[src/shared/rss_pkg.sv]
// Constants and types of the reset source sequencer.
package rss_pkg;

  // ----------------------------------------
  // Timing
  // ----------------------------------------
  localparam int CLK_HZ = 20_000_000;
  localparam int POWERUP_TIMER_TIME_MS = 64;
  localparam int POWERUP_TIMER_CYCLES = POWERUP_TIMER_TIME_MS * (CLK_HZ / 1000);
  localparam int RELEASE_CYCLES = 10;
  localparam int MASTER_CLEAR_PIN_FILTER_NS = 200;
  localparam int MASTER_CLEAR_PIN_FILTER_CYCLES = MASTER_CLEAR_PIN_FILTER_NS * (CLK_HZ / 1_000_000) / 1000;

  // ----------------------------------------
  // Register offsets
  // ----------------------------------------
  localparam logic [7:0] ADDR_BOR_CTRL = 8'h00;
  localparam logic [7:0] ADDR_CAUSE = 8'h04;
  localparam logic [7:0] ADDR_STATUS = 8'h08;
  localparam logic [7:0] ADDR_CONFIG = 8'h0C;

  // ----------------------------------------
  // Fields and reset values
  // ----------------------------------------
  localparam int BC_SOFT_EN = 7;
  localparam int BC_FAST = 6;
  localparam int BC_READY = 0;
  localparam logic BC_SOFT_EN_RST = 1'b1;
  localparam logic BC_FAST_RST = 1'b0;
  localparam int CS_STACK_OVERFLOW_FLAG = 7;
  localparam int CS_STACK_UNDERFLOW_FLAG = 6;
  localparam int CS_RWDT = 4;
  localparam int CS_RMCLR = 3;
  localparam int CS_RI = 2;
  localparam int CS_POR = 1;
  localparam int CS_BOR = 0;
  localparam logic [7:0] CAUSE_MASK = 8'hDF;
  localparam logic [7:0] CAUSE_RST = 8'h1C;
  localparam int ST_TO = 1;
  localparam int ST_PD = 0;
  localparam logic [1:0] STATUS_RST = 2'h3;
  localparam int CF_MODE = 0;
  localparam int CF_POWERUP_TIMER_ENABLE_N_N = 2;
  localparam int CF_MASTER_CLEAR_ENABLE_CFG = 3;
  localparam int CF_LVP = 4;
  localparam int CF_LOW_POWER_BROWNOUT_N = 5;
  localparam int CF_STACK_RESET_ENABLE_CFG = 6;
  localparam int CF_PULLUP = 7;
  localparam logic [7:0] CONFIG_RST = 8'hFF;
  localparam logic [1:0] RESP_OKAY = 2'h0;
  localparam logic [1:0] RESP_SLVERR = 2'h2;

  // ----------------------------------------
  // Synchronised analog inputs and pin
  // ----------------------------------------
  localparam int SYN_POR = 0;
  localparam int SYN_TRIP = 1;
  localparam int SYN_RDY = 2;
  localparam int SYN_LOW_POWER_BROWNOUT = 3;
  localparam int SYN_MASTER_CLEAR_PIN = 4;
  localparam int SYN_W = 5;

  typedef enum logic [1:0] {
    BOR_OFF = 2'h0,
    BOR_SOFT = 2'h1,
    BOR_NOSLEEP = 2'h2,
    BOR_ON = 2'h3
  } rss_bor_mode_e;

  typedef enum logic [2:0] {
    SQ_HOLD = 3'h0,
    SQ_POWERUP_TIMER = 3'h1,
    SQ_PIN = 3'h3,
    SQ_RELEASE = 3'h2,
    SQ_RUN = 3'h6
  } rss_state_e;

endpackage

[src/shared/rss_cond_if.sv]
// Interface between the sequencer and its input conditioner.
`timescale 1ns/1ps
interface rss_cond_if #(parameter int W = 5);
  logic [W-1:0] raw;
  logic [W-1:0] stable;
  logic pin_low;
  modport cond (input raw, output stable, output pin_low);
  modport core (output raw, input stable, input pin_low);
endinterface

[src/design/rss_reset_sequencer.sv]
// Reset source combiner, start-up sequencer and its register slave.
`timescale 1ns/1ps
module rss_reset_sequencer
  import rss_pkg::*;
#(
  parameter int POWERUP_TIMER_CNT = POWERUP_TIMER_CYCLES,
  parameter int REL_CNT = RELEASE_CYCLES
) (
  // Clock and reset
  input wire logic I_MCLK,
  input wire logic I_RESET,
  // Analog detectors and pin
  input wire logic I_POR_ACTIVE,
  input wire logic I_BOR_TRIP,
  input wire logic I_BOR_READY,
  input wire logic I_LOW_POWER_BROWNOUT_TRIP,
  input wire logic I_MASTER_CLEAR_PIN_PIN,
  // Core events
  input wire logic I_WDT_TIMEOUT,
  input wire logic I_WDT_CLEAR_INSTR,
  input wire logic I_RESET_INSTR,
  input wire logic I_STACK_OVF,
  input wire logic I_STACK_UNF,
  input wire logic I_PROG_EXIT,
  input wire logic I_SLEEP,
  // Core and analog controls
  output logic O_CPU_RESET,
  output logic O_WAKE_ALLOW,
  output logic O_BOR_ENABLE,
  output logic O_BANDGAP_FORCE,
  output logic O_LOW_POWER_BROWNOUT_ENABLE,
  output logic O_PULLUP_EN,
  output logic O_PIN_INPUT,
  // AXI4-Lite slave
  input wire logic [7:0] I_AXI_AWADDR,
  input wire logic I_AXI_AWVALID,
  output logic O_AXI_AWREADY,
  input wire logic [31:0] I_AXI_WDATA,
  input wire logic [3:0] I_AXI_WSTRB,
  input wire logic I_AXI_WVALID,
  output logic O_AXI_WREADY,
  output logic [1:0] O_AXI_BRESP,
  output logic O_AXI_BVALID,
  input wire logic I_AXI_BREADY,
  input wire logic [7:0] I_AXI_ARADDR,
  input wire logic I_AXI_ARVALID,
  output logic O_AXI_ARREADY,
  output logic [31:0] O_AXI_RDATA,
  output logic [1:0] O_AXI_RRESP,
  output logic O_AXI_RVALID,
  input wire logic I_AXI_RREADY
);

  if (POWERUP_TIMER_CNT < 1 || REL_CNT < 1) begin : g_bad
    $error("rss_reset_sequencer: counts must be at least one");
  end

  localparam int CW = $clog2(POWERUP_TIMER_CNT + REL_CNT + 1);

  // ----------------------------------------
  // Decoders
  // ----------------------------------------
  function automatic logic waits_ready(input rss_bor_mode_e m);
    return (m == BOR_ON) || (m == BOR_NOSLEEP);
  endfunction

  function automatic logic addr_known(input logic [7:0] a);
    return (a == ADDR_BOR_CTRL) || (a == ADDR_CAUSE) ||
           (a == ADDR_STATUS) || (a == ADDR_CONFIG);
  endfunction

  // ----------------------------------------
  // Declarations
  // ----------------------------------------
  rss_cond_if #(.W(SYN_W)) cond_if ();
  rss_state_e state_r;
  logic [CW-1:0] cnt_r;
  logic pin_seen_r;
  logic soft_en_r;
  logic fast_r;
  logic [7:0] cause_r;
  logic [7:0] cause_nxt;
  logic [1:0] status_r;
  logic [7:0] config_r;
  logic sleep_d_r;
  logic pin_input_r;
  logic aw_v_r;
  logic w_v_r;
  logic [7:0] awaddr_r;
  logic [31:0] wdata_r;
  logic [3:0] wstrb_r;
  logic bvalid_r;
  logic [1:0] bresp_r;
  logic rvalid_r;
  logic [31:0] rdata_r;
  logic [1:0] rresp_r;
  logic wr_go;
  logic wr_lane;
  rss_bor_mode_e mode;
  logic bor_en;
  logic bor_rst;
  logic low_power_brownout_rst;
  logic por_cond;
  logic ready_ok;
  logic pin_en;
  logic pin_hold;
  logic soft_rst;
  logic stk_rst;

  // ----------------------------------------
  // Input conditioning
  // ----------------------------------------
  assign cond_if.raw = {I_MASTER_CLEAR_PIN_PIN, I_LOW_POWER_BROWNOUT_TRIP, I_BOR_READY, I_BOR_TRIP, I_POR_ACTIVE};

  rss_input_cond #(
    .W(SYN_W),
    .PIN_IDX(SYN_MASTER_CLEAR_PIN),
    .FILTER(MASTER_CLEAR_PIN_FILTER_CYCLES)
  ) u_cond (
    .i_clk(I_MCLK),
    .i_rst(I_RESET),
    .c(cond_if.cond)
  );

  // ----------------------------------------
  // Source combination
  // ----------------------------------------
  assign mode = rss_bor_mode_e'(config_r[CF_MODE +: 2]);

  // The software enable bit is consulted in software mode only.
  always_comb begin
    case (mode)
      BOR_ON: bor_en = 1'b1;
      BOR_NOSLEEP: bor_en = !I_SLEEP;
      BOR_SOFT: bor_en = soft_en_r;
      default: bor_en = 1'b0;
    endcase
  end

  // Protection only acts once the circuit reports ready.
  assign bor_rst = bor_en && cond_if.stable[SYN_RDY] && cond_if.stable[SYN_TRIP];
  assign low_power_brownout_rst = !config_r[CF_LOW_POWER_BROWNOUT_N] && cond_if.stable[SYN_LOW_POWER_BROWNOUT];
  assign por_cond = cond_if.stable[SYN_POR] || bor_rst || low_power_brownout_rst || I_PROG_EXIT;
  assign ready_ok = !waits_ready(mode) ||
                    (cond_if.stable[SYN_RDY] && !cond_if.stable[SYN_TRIP]);
  assign pin_en = config_r[CF_MASTER_CLEAR_ENABLE_CFG] || config_r[CF_LVP];
  assign pin_hold = pin_en && cond_if.pin_low;
  assign stk_rst = config_r[CF_STACK_RESET_ENABLE_CFG] && (I_STACK_OVF || I_STACK_UNF);
  assign soft_rst = I_WDT_TIMEOUT || I_RESET_INSTR || stk_rst;

  // ----------------------------------------
  // Start-up sequencer
  // ----------------------------------------
  // A pin that is still low after the timer adds the release delay.
  always_ff @(posedge I_MCLK) begin
    if (I_RESET) begin
      state_r <= SQ_HOLD;
      cnt_r <= '0;
      pin_seen_r <= 1'b0;
    end else begin
      case (state_r)
        SQ_HOLD: begin
          cnt_r <= '0;
          pin_seen_r <= 1'b0;
          if (!por_cond && ready_ok) begin
            if (!config_r[CF_POWERUP_TIMER_ENABLE_N_N]) begin
              state_r <= SQ_POWERUP_TIMER;
            end else begin
              state_r <= SQ_PIN;
            end
          end
        end
        SQ_POWERUP_TIMER: begin
          if (por_cond) begin
            state_r <= SQ_HOLD;
          end else if (cnt_r == CW'(POWERUP_TIMER_CNT - 1)) begin
            cnt_r <= '0;
            state_r <= SQ_PIN;
          end else begin
            cnt_r <= cnt_r + CW'(1);
          end
        end
        SQ_PIN: begin
          cnt_r <= '0;
          if (por_cond) begin
            state_r <= SQ_HOLD;
          end else if (pin_hold) begin
            pin_seen_r <= 1'b1;
          end else if (pin_seen_r) begin
            state_r <= SQ_RELEASE;
          end else begin
            state_r <= SQ_RUN;
          end
        end
        SQ_RELEASE: begin
          pin_seen_r <= 1'b0;
          if (por_cond) begin
            state_r <= SQ_HOLD;
          end else if (pin_hold) begin
            cnt_r <= '0;
            state_r <= SQ_PIN;
          end else if (cnt_r == CW'(REL_CNT - 1)) begin
            cnt_r <= '0;
            state_r <= SQ_RUN;
          end else begin
            cnt_r <= cnt_r + CW'(1);
          end
        end
        SQ_RUN: begin
          cnt_r <= '0;
          if (por_cond) begin
            state_r <= SQ_HOLD;
          end else if (pin_hold) begin
            state_r <= SQ_PIN;
          end else if (soft_rst) begin
            state_r <= SQ_RELEASE;
          end
        end
        default: state_r <= SQ_HOLD;
      endcase
    end
  end

  assign O_CPU_RESET = (state_r != SQ_RUN);
  assign O_WAKE_ALLOW = (mode != BOR_NOSLEEP) || cond_if.stable[SYN_RDY];
  assign O_BOR_ENABLE = bor_en;
  assign O_BANDGAP_FORCE = (mode == BOR_NOSLEEP || mode == BOR_SOFT) && fast_r;
  assign O_LOW_POWER_BROWNOUT_ENABLE = !config_r[CF_LOW_POWER_BROWNOUT_N];
  assign O_PULLUP_EN = pin_en || config_r[CF_PULLUP];
  assign O_PIN_INPUT = pin_input_r;

  always_ff @(posedge I_MCLK) begin
    if (I_RESET) begin
      pin_input_r <= 1'b0;
    end else begin
      pin_input_r <= !pin_en && cond_if.stable[SYN_MASTER_CLEAR_PIN];
    end
  end

  // ----------------------------------------
  // Reset cause flags
  // ----------------------------------------
  // Hardware events win over a software write in the same cycle.
  always_comb begin
    cause_nxt = cause_r;
    if (wr_go && wr_lane && awaddr_r == ADDR_CAUSE) begin
      cause_nxt = wdata_r[7:0] & CAUSE_MASK;
    end
    if (I_STACK_OVF) begin
      cause_nxt[CS_STACK_OVERFLOW_FLAG] = 1'b1;
    end
    if (I_STACK_UNF) begin
      cause_nxt[CS_STACK_UNDERFLOW_FLAG] = 1'b1;
    end
    if (I_WDT_TIMEOUT) begin
      cause_nxt[CS_RWDT] = 1'b0;
    end
    if (pin_hold) begin
      cause_nxt[CS_RMCLR] = 1'b0;
    end
    if (I_RESET_INSTR) begin
      cause_nxt[CS_RI] = 1'b0;
    end
    if (bor_rst || low_power_brownout_rst) begin
      cause_nxt[CS_BOR] = 1'b0;
      cause_nxt[CS_RWDT] = 1'b1;
      cause_nxt[CS_RMCLR] = 1'b1;
      cause_nxt[CS_RI] = 1'b1;
    end
    if (cond_if.stable[SYN_POR] || I_PROG_EXIT) begin
      cause_nxt = CAUSE_RST;
    end
  end

  always_ff @(posedge I_MCLK) begin
    if (I_RESET) begin
      cause_r <= CAUSE_RST;
    end else begin
      cause_r <= cause_nxt;
    end
  end

  // ----------------------------------------
  // Timeout and power-down flags
  // ----------------------------------------
  always_ff @(posedge I_MCLK) begin
    if (I_RESET) begin
      status_r <= STATUS_RST;
      sleep_d_r <= 1'b0;
    end else begin
      sleep_d_r <= I_SLEEP;
      if (por_cond || I_WDT_CLEAR_INSTR) begin
        status_r <= STATUS_RST;
      end else if (I_WDT_TIMEOUT) begin
        status_r[ST_TO] <= 1'b0;
        if (I_SLEEP) begin
          status_r[ST_PD] <= 1'b0;
        end
      end else if (I_SLEEP && !sleep_d_r) begin
        status_r[ST_TO] <= 1'b1;
        status_r[ST_PD] <= 1'b0;
      end
    end
  end

  // ----------------------------------------
  // Control registers
  // ----------------------------------------
  assign wr_go = aw_v_r && w_v_r && !bvalid_r;
  assign wr_lane = wstrb_r[0];

  always_ff @(posedge I_MCLK) begin
    if (I_RESET) begin
      soft_en_r <= BC_SOFT_EN_RST;
      fast_r <= BC_FAST_RST;
    end else if (wr_go && wr_lane && awaddr_r == ADDR_BOR_CTRL) begin
      soft_en_r <= wdata_r[BC_SOFT_EN];
      fast_r <= wdata_r[BC_FAST];
    end
  end

  always_ff @(posedge I_MCLK) begin
    if (I_RESET) begin
      config_r <= CONFIG_RST;
    end else if (wr_go && wr_lane && awaddr_r == ADDR_CONFIG) begin
      config_r <= wdata_r[7:0];
    end
  end

  // ----------------------------------------
  // AXI4-Lite write channel
  // ----------------------------------------
  assign O_AXI_AWREADY = !aw_v_r && !bvalid_r;
  assign O_AXI_WREADY = !w_v_r && !bvalid_r;
  assign O_AXI_BVALID = bvalid_r;
  assign O_AXI_BRESP = bresp_r;

  always_ff @(posedge I_MCLK) begin
    if (I_RESET) begin
      aw_v_r <= 1'b0;
      w_v_r <= 1'b0;
      awaddr_r <= 8'h00;
      wdata_r <= 32'h0000_0000;
      wstrb_r <= 4'h0;
      bvalid_r <= 1'b0;
      bresp_r <= RESP_OKAY;
    end else begin
      if (I_AXI_AWVALID && O_AXI_AWREADY) begin
        aw_v_r <= 1'b1;
        awaddr_r <= I_AXI_AWADDR;
      end
      if (I_AXI_WVALID && O_AXI_WREADY) begin
        w_v_r <= 1'b1;
        wdata_r <= I_AXI_WDATA;
        wstrb_r <= I_AXI_WSTRB;
      end
      if (wr_go) begin
        aw_v_r <= 1'b0;
        w_v_r <= 1'b0;
        bvalid_r <= 1'b1;
        bresp_r <= addr_known(awaddr_r) ? RESP_OKAY : RESP_SLVERR;
      end else if (bvalid_r && I_AXI_BREADY) begin
        bvalid_r <= 1'b0;
      end
    end
  end

  // ----------------------------------------
  // AXI4-Lite read channel
  // ----------------------------------------
  assign O_AXI_ARREADY = !rvalid_r;
  assign O_AXI_RVALID = rvalid_r;
  assign O_AXI_RDATA = rdata_r;
  assign O_AXI_RRESP = rresp_r;

  always_ff @(posedge I_MCLK) begin
    if (I_RESET) begin
      rvalid_r <= 1'b0;
      rdata_r <= 32'h0000_0000;
      rresp_r <= RESP_OKAY;
    end else if (I_AXI_ARVALID && !rvalid_r) begin
      rvalid_r <= 1'b1;
      rresp_r <= addr_known(I_AXI_ARADDR) ? RESP_OKAY : RESP_SLVERR;
      rdata_r <= 32'h0000_0000;
      case (I_AXI_ARADDR)
        ADDR_BOR_CTRL: begin
          rdata_r[BC_SOFT_EN] <= soft_en_r;
          rdata_r[BC_FAST] <= fast_r;
          rdata_r[BC_READY] <= cond_if.stable[SYN_RDY];
        end
        ADDR_CAUSE: rdata_r[7:0] <= cause_r;
        ADDR_STATUS: rdata_r[1:0] <= status_r;
        ADDR_CONFIG: rdata_r[7:0] <= config_r;
        default: rdata_r <= 32'h0000_0000;
      endcase
    end else if (rvalid_r && I_AXI_RREADY) begin
      rvalid_r <= 1'b0;
    end
  end

endmodule // rss_reset_sequencer

[src/design/rss_input_cond.sv]
// Three-stage synchronisers and the master-clear pin filter.
`timescale 1ns/1ps
module rss_input_cond
  import rss_pkg::*;
#(
  parameter int W = SYN_W,
  parameter int PIN_IDX = SYN_MASTER_CLEAR_PIN,
  parameter int FILTER = MASTER_CLEAR_PIN_FILTER_CYCLES
) (
  // Clock and reset
  input wire logic i_clk,
  input wire logic i_rst,
  // Conditioned signals
  rss_cond_if.cond c
);

  if (FILTER < 1 || PIN_IDX >= W) begin : g_bad
    $error("rss_input_cond: bad parameters");
  end

  localparam int FW = $clog2(FILTER + 1);

  logic [W-1:0] s1_r;
  logic [W-1:0] s2_r;
  logic [W-1:0] s3_r;
  logic [W-1:0] stable_r;
  logic [FW-1:0] low_cnt_r;
  logic pin_low_r;

  // ----------------------------------------
  // Synchronisers
  // ----------------------------------------
  // A level only counts once two late stages agree.
  for (genvar g = 0; g < W; g++) begin : g_sync
    always_ff @(posedge i_clk) begin
      if (i_rst) begin
        s1_r[g] <= 1'b0;
        s2_r[g] <= 1'b0;
        s3_r[g] <= 1'b0;
        stable_r[g] <= 1'b0;
      end else begin
        s1_r[g] <= c.raw[g];
        s2_r[g] <= s1_r[g];
        s3_r[g] <= s2_r[g];
        if (s2_r[g] == s3_r[g]) begin
          stable_r[g] <= s3_r[g];
        end
      end
    end
  end

  // ----------------------------------------
  // Pin filter
  // ----------------------------------------
  always_ff @(posedge i_clk) begin
    if (i_rst) begin
      low_cnt_r <= '0;
      pin_low_r <= 1'b0;
    end else if (stable_r[PIN_IDX]) begin
      low_cnt_r <= '0;
      pin_low_r <= 1'b0;
    end else if (low_cnt_r != FW'(FILTER)) begin
      low_cnt_r <= low_cnt_r + FW'(1);
    end else begin
      pin_low_r <= 1'b1;
    end
  end

  assign c.stable = stable_r;
  assign c.pin_low = pin_low_r;

endmodule // rss_input_cond

[config.mk]
export PLATFORM = sky130hd
export DESIGN_NAME = rss_reset_sequencer
export DESIGN_NICKNAME = d
export VERILOG_FILES = /design/src/shared/rss_pkg.sv /design/src/shared/rss_cond_if.sv /design/src/design/rss_reset_sequencer.sv /design/src/design/rss_input_cond.sv
export SDC_FILE = /design/constraint.sdc
export NUM_CORES = 1
export LEC_CHECK = 0
export BUFFER_PORTS_ARGS = -buffer_cell sky130_fd_sc_hd__buf_4
export CORE_MARGIN = 3
export CORE_UTILIZATION = 50
export DETAILED_ROUTE_END_ITERATION = 7
export HOLD_SLACK_MARGIN = 0.1
export PLACE_DENSITY = 0.76
export SLEW_MARGIN = 20
export SYNTH_ARGS = -nofsm -noshare
export SYNTH_HDL_FRONTEND = slang
export SYNTH_SLANG_ARGS = --single-unit
[constraint.sdc]
create_clock -name I_MCLK -period 3.5 [get_ports I_MCLK]
set_input_delay 0 -clock I_MCLK [delete_from_list [all_inputs] [get_ports I_MCLK]]
set_output_delay 0 -clock I_MCLK [all_outputs]
set_load 0.1 [all_outputs]
### Yosys cells after proc, flatten, opt, wreduce, memory -nomap -nowiden

Cells that the tools add are included.

* $add $sub $neg: 2
* reductions and logical operators: 79
* equality and inequality tests: 33
* multiplexer cells: 43

Operators with widths (count)
* two-way mux 21 bit: 5
* one-hot mux 21 bit (3 select lines): 1
* two-way mux 3 bit: 12
* == test 8 x 4 -> 1 bit, second input constant: 4
* logical AND 1 bit: 23
* adder 21 x 1 -> 21 bit, second input constant: 1
* == test 21 bit, second input constant: 1
* == test 21 x 4 -> 1 bit, second input constant: 1
* logical OR 1 bit: 21
* nonzero test 2 bit: 9
* == test 8 x 3 -> 1 bit, second input constant: 2
* zero test 8 bit: 2
* one-hot mux 3 bit (5 select lines): 1
* two-way mux 1 bit: 12
* != test 2 bit, second input constant: 6
* != test 3 bit, second input constant: 4
* zero test 1 bit: 11
* two-way mux 2 bit: 5
* OR reduction 2 bit: 5
* two-way mux 8 bit: 1
* != test 4 bit, second input constant: 2
* one-hot mux 4 bit (2 select lines): 1
* == test 3 x 2 -> 1 bit, second input constant: 2
* one-hot mux 1 bit (3 select lines): 2
* 16 further kinds: 23

* input bits: 71
* output and inout bits: 48
* bits in registers: 103

### Depth between registers and ports, before layout

* word-level depth: 11
* depth in mapped cells: 9

### Hierarchy

From an unflattened synthesis, not the netlist that was laid out.

* cell total of the unflattened synthesis: 526
* area total of the unflattened synthesis: 4560.6 µm²

Modules (own cells, without submodules)
* rss_reset_sequencer: cells an instance 455, area each 3796.1 µm², instances 1
* rss_input_cond: cells an instance 71, area each 764.5 µm², instances 1

### Least setup slack after synthesis

No wires, ideal clock.

* path type: flip-flop to flip-flop
* start point: register bvalid_r, in the netlist O_AXI_BVALID
* end point: register wdata_r[7]
* arrival time: 2841 ps
* cell stages (with the launch flop): 5
* period minus slack after synthesis: 2974 ps
* library setup time: 132 ps
* slack: 526 ps
* buffers on the path: 0
* path through: dfxtp_1 > nor2_1 > nand2_1 > nand2_1 > a21oi_1

* longest elaborated chain between the ends: 3

RTL lines
* start: declaration: line rss_reset_sequencer.sv:92 `logic bvalid_r;`
* start signal: assignment: line rss_reset_sequencer.sv:345 `bvalid_r <= 1'b0;`
* start signal: assignment: line rss_reset_sequencer.sv:360 `bvalid_r <= 1'b1;`
* start signal: assignment: line rss_reset_sequencer.sv:363 `bvalid_r <= 1'b0;`
* zero test 1 bit: line rss_reset_sequencer.sv:334 `assign O_AXI_WREADY = !w_v_r && !bvalid_r;`
* logical AND 1 bit: line rss_reset_sequencer.sv:334
* net O_AXI_WREADY: line rss_reset_sequencer.sv:41 `output logic O_AXI_WREADY,`
* logical AND 1 bit: line rss_reset_sequencer.sv:352 `if (I_AXI_WVALID && O_AXI_WREADY) begin`
* end signal: assignment: line rss_reset_sequencer.sv:343 `wdata_r <= 32'h0000_0000;`
* end signal: assignment: line rss_reset_sequencer.sv:354 `wdata_r <= I_AXI_WDATA;`
* end: declaration: line rss_reset_sequencer.sv:90 `logic [31:0] wdata_r;`

The timed path passes the listed nets, and every way through them passes these cells.
A chain may end at the register's enable or synchronous reset.

### Worst setup path in the final report

* start point: register awaddr_r[1]
* end point: register cause_r[2]

* longest elaborated chain between the ends: 3

RTL lines
* start: declaration: line rss_reset_sequencer.sv:89 `logic [7:0] awaddr_r;`
* start signal: assignment: line rss_reset_sequencer.sv:342 `awaddr_r <= 8'h00;`
* start signal: assignment: line rss_reset_sequencer.sv:350 `awaddr_r <= I_AXI_AWADDR;`
* == test 8 x 3 -> 1 bit: line rss_reset_sequencer.sv:246 `if (wr_go && wr_lane && awaddr_r == ADDR_CAUSE) begin`
* logical AND 1 bit: line rss_reset_sequencer.sv:246
* nonzero test 2 bit (no line)
* end signal: assignment: line rss_reset_sequencer.sv:279 `cause_r <= cause_nxt;`
* end: declaration: line rss_reset_sequencer.sv:81 `logic [7:0] cause_r;`

No other way between the ends.

==> results.toml <==
[detailed_routing]
first_iter_violations = 199
routed_wl_mm = 10.4
ant_nets = 0
vias = 3941
drt-pass1-iter-count = 4
drc = 0
viasPerCell = 5.25
wire_per_inst_um = 13.9

[hold_path]
hold_class = "primary input to flip-flop"
hold_depth = 4
min_from = "I_AXI_WVALID"
min_to = "wstrb_r[0]$_SDFFE_PP0P_"

[placement]
dpl.cell_count = 686
port_buffers = 65
dp_hpwl_mm = 6.89
gp_congestion = 0.823

[floorplanning]
core_area_um2 = 8850
row_count = 34
start_util_pct = 52.0
die_x_um = 102
die_y_um = 102
io_pins = 119
die_area_um2 = 10400

[logic_synthesis]
synth_xor_xnor_area_share_pct = 3.99
synth-seq-area-share_pct = 43.9
synth_cells = 535
synth_top_family_by_area = "simple AND/OR/NAND/NOR gates"
synth-seq-cells = 101
synth-compound-area-share_pct = 12.4
synthAdderAreaFrac_pct = 2.17
synth_edf_count = 0
yosys_warnings = 0
syn_area_per_cell_um2 = 8.61
synth_mux_area_share_pct = 3.78
async_flop_share_pct = 0
synthFlopType = "dfxtp_1"
synth_cell_type_count = 59
synthSimpleGateAreaFrac_pct = 25.6
synthesis.area_um2 = 4600

[cells_and_area]
n_antenna_cell = 0
drive_above_1_share_pct = 15.3
instances_no_fill = 750
area_delta_synth_final_pct = 23.5
nNetsFinal = 717

[worst_setup_path]
critPathMaxFanout = 7
criticalPathCategory = "flip-flop to flip-flop"
critPathRequiredTime_ns = 3.76
reg2reg_depth = 7
reg2reg_to = "cause_r[2]$_SDFFE_PP1P_"
rr_startpoint = "awaddr_r[1]$_SDFFE_PP0P_"
cp-end-kind = "flip-flop"
critPathArrivalTime_ns = 2.98
cp-start-kind = "flip-flop"
r2r_slack_ns = 0.77

[timing]
hold_ws_ns = 0.127
tightestPinTransition_ns = 0.728
setup_violations = 0
rsz0062_at_grt = "false"
finalClockSkew_ns = 0.0126
max-slew-margin-rel_pct = 51.4
hold_viol_final = 0
finalCritPeriodShare_pct = 77.9
final.min_clock_period_ns = 2.73
tns_ns = 0
slew_violations = 0
fmax_mhz = 367

[global_route]
grt_max_degree = 75
grt-ovfl-total = 0
grt_pass1_wl_mm = 17.4
antenna_found_initial = 0
track_usage_pct = 20.9
grt_pass1_vias = 3781

[pwr]
ir_worst_vdd_mv = 0.228
p_leak_uw = 0.00234
p_per_area_nw_per_um2 = 438

[cts]
ctsResizeCount = 0
cts.sink_count = 101
post_cts_buffers = 0
ctsHoldBuffers = 49
cts_buffer_depth = 2
cts_max_level = 3
path_clk_slew_ns = 0.11
root_buffer = "clkbuf_8"
clkLatencyLatePin_ns = 0.37
cts_buffers = 9
cts_tree = "done"

[job]
cap_violations = 0

[run_status]
run_status = "complete, no violations"
how the worst max path moves through the flow:
stage,cells past startpoint,end,from,slack [ns]
final,7,cause_r[2]$_SDFFE_PP1P_,awaddr_r[1]$_SDFFE_PP0P_,0.77
after global routing,7,cause_r[2]$_SDFFE_PP1P_,awaddr_r[1]$_SDFFE_PP0P_,0.66
after CTS,7,cause_r[2]$_SDFFE_PP1P_,awaddr_r[1]$_SDFFE_PP0P_,0.84
after detailed placement,9,cnt_r[17]$_SDFFE_PP0P_,config_r[0]$_SDFFE_PP1P_,1.05
after global placement,9,cnt_r[17]$_SDFFE_PP0P_,config_r[0]$_SDFFE_PP1P_,1.13
after floorplan,4,wdata_r[7]$_SDFFE_PP0P_,O_AXI_BVALID$_SDFFE_PP0P_,0.53
synthesized netlist by cell type, drive strengths merged (2+ instances only):
library cell / n / area share [%]
dfxtp: 101 / 44
nand2: 70 / 5.7
nor2: 61 / 5.0
a21oi: 36 / 3.9
buf: 34 / 5.6
o21ai: 26 / 2.8
nor2b: 21 / 2.9
xnor2: 19 / 3.6
inv: 17 / 1.4
clkbuf: 14 / 1.1
mux2i: 14 / 3.0
nand3: 14 / 1.5
nor3: 13 / 1.5
nor4: 11 / 1.6
ha: 8 / 2.2
nand3b: 8 / 1.3
nand4: 7 / 1.1
and2: 6 / 0.82
nor4b: 6 / 1.3
a22oi: 5 / 0.82
a211oi: 4 / 0.76
a211o: 3 / 0.60
a21o: 3 / 0.49
nand2b: 3 / 0.41
or3: 3 / 0.41
or4: 3 / 0.65
a31oi: 2 / 0.41
and3: 2 / 0.49
nor3b: 2 / 0.33
o21a: 2 / 0.33
o21bai: 2 / 0.57
xor2: 2 / 0.38
per-layer routing:
metal | global-route usage [%] | vias to the layer above | part of all wire [%]
met1 | 26.3 | 1845 | 45
met5 | 0 | - | 0
met2 | 35.5 | 96 | 49
met4 | 6.36 | 0 | 1.7
met3 | 5.26 | 18 | 4.5
li1 | - | 1982 | -
layout by cell type, fill, tap and decap left out, drive strengths merged, types with 4 or more instances in the layout:
cell / netlist / routed
and2: 6 / 6
nor4b: 6 / 6
nand4: 7 / 7
dlygate4sd3: 0 / 49
a211oi: 4 / 4
o21ai: 26 / 26
buf: 34 / 66
dfxtp: 101 / 101
nand3b: 8 / 8
nand2: 70 / 70
clkbuf: 14 / 9
a21oi: 36 / 36
nor3: 13 / 13
nor2b: 21 / 21
xnor2: 19 / 19
ha: 8 / 8
inv: 17 / 21
nor2: 61 / 61
nand3: 14 / 14
conb: 1 / 26
nor4: 11 / 11
mux2i: 14 / 14
a22oi: 5 / 5
sequential cells by signal, indices dropped and copies added (netlist names), 2 cells and up:
name              count
awaddr_r              8
u_cond.c.stable       5
cause_r               7
state_r               3
u_cond.s2_r           5
u_cond.s1_r           5
wdata_r               8
O_AXI_RDATA           8
u_cond.s3_r           5
config_r              8
cnt_r                21
status_r              2
u_cond.low_cnt_r      3
cells by family (layout without fill, tap and decap cells):
family | count (synthesis) | count (layout)
flops | 101 | 101
fa+ha+maj | 8 | 8
buf+inv | 65 | 147
other cells | 1 | 26
simple gates | 233 | 233
xor+xnor | 21 | 21
mux | 16 | 16
compound gates | 90 | 90
stage by stage:
stage	worst slack, ns	instance area (µm²)	total power [µW]	util, %
after CTS	0.842	5690	2510	64.3
after global routing	0.656	5690	2610	64.3
after detailed placement	1.05	5020	1780	56.7
after floorplan	0.526	4700	1710	-
after global placement	1.13	5020	1760	56.7
final	0.773	5690	2490	64.3
critical path, cell delays in order, from the launching register on:
cell	delay (ns)
dfxtp_1	0.33
or4_4	0.52
nor3_2	0.17
and3_4	0.24
nand3b_1	0.39
mux2i_1	0.28
o21ai_0	0.10
dlygate4sd3_1	0.57
power by group:
part	switching [µW]	internal [µW]	total (µW)
Clock	427	269	696
Combinational	368	181	549
Sequential	49.9	1200	1250
cell type report:
| type | instances | area, µm² |
|---|---|---|
| multi-input combinational | 394 | 2300 |
| sequential | 101 | 2020 |
| fill | 718 | 3160 |
| clock buffer | 9 | 124 |
| inverter | 17 | 63.8 |
| clock inverter | 6 | 53.8 |
| tap | 108 | 135 |
| timing repair buffer | 115 | 986 |
Power figures use the tool's default switching activity.
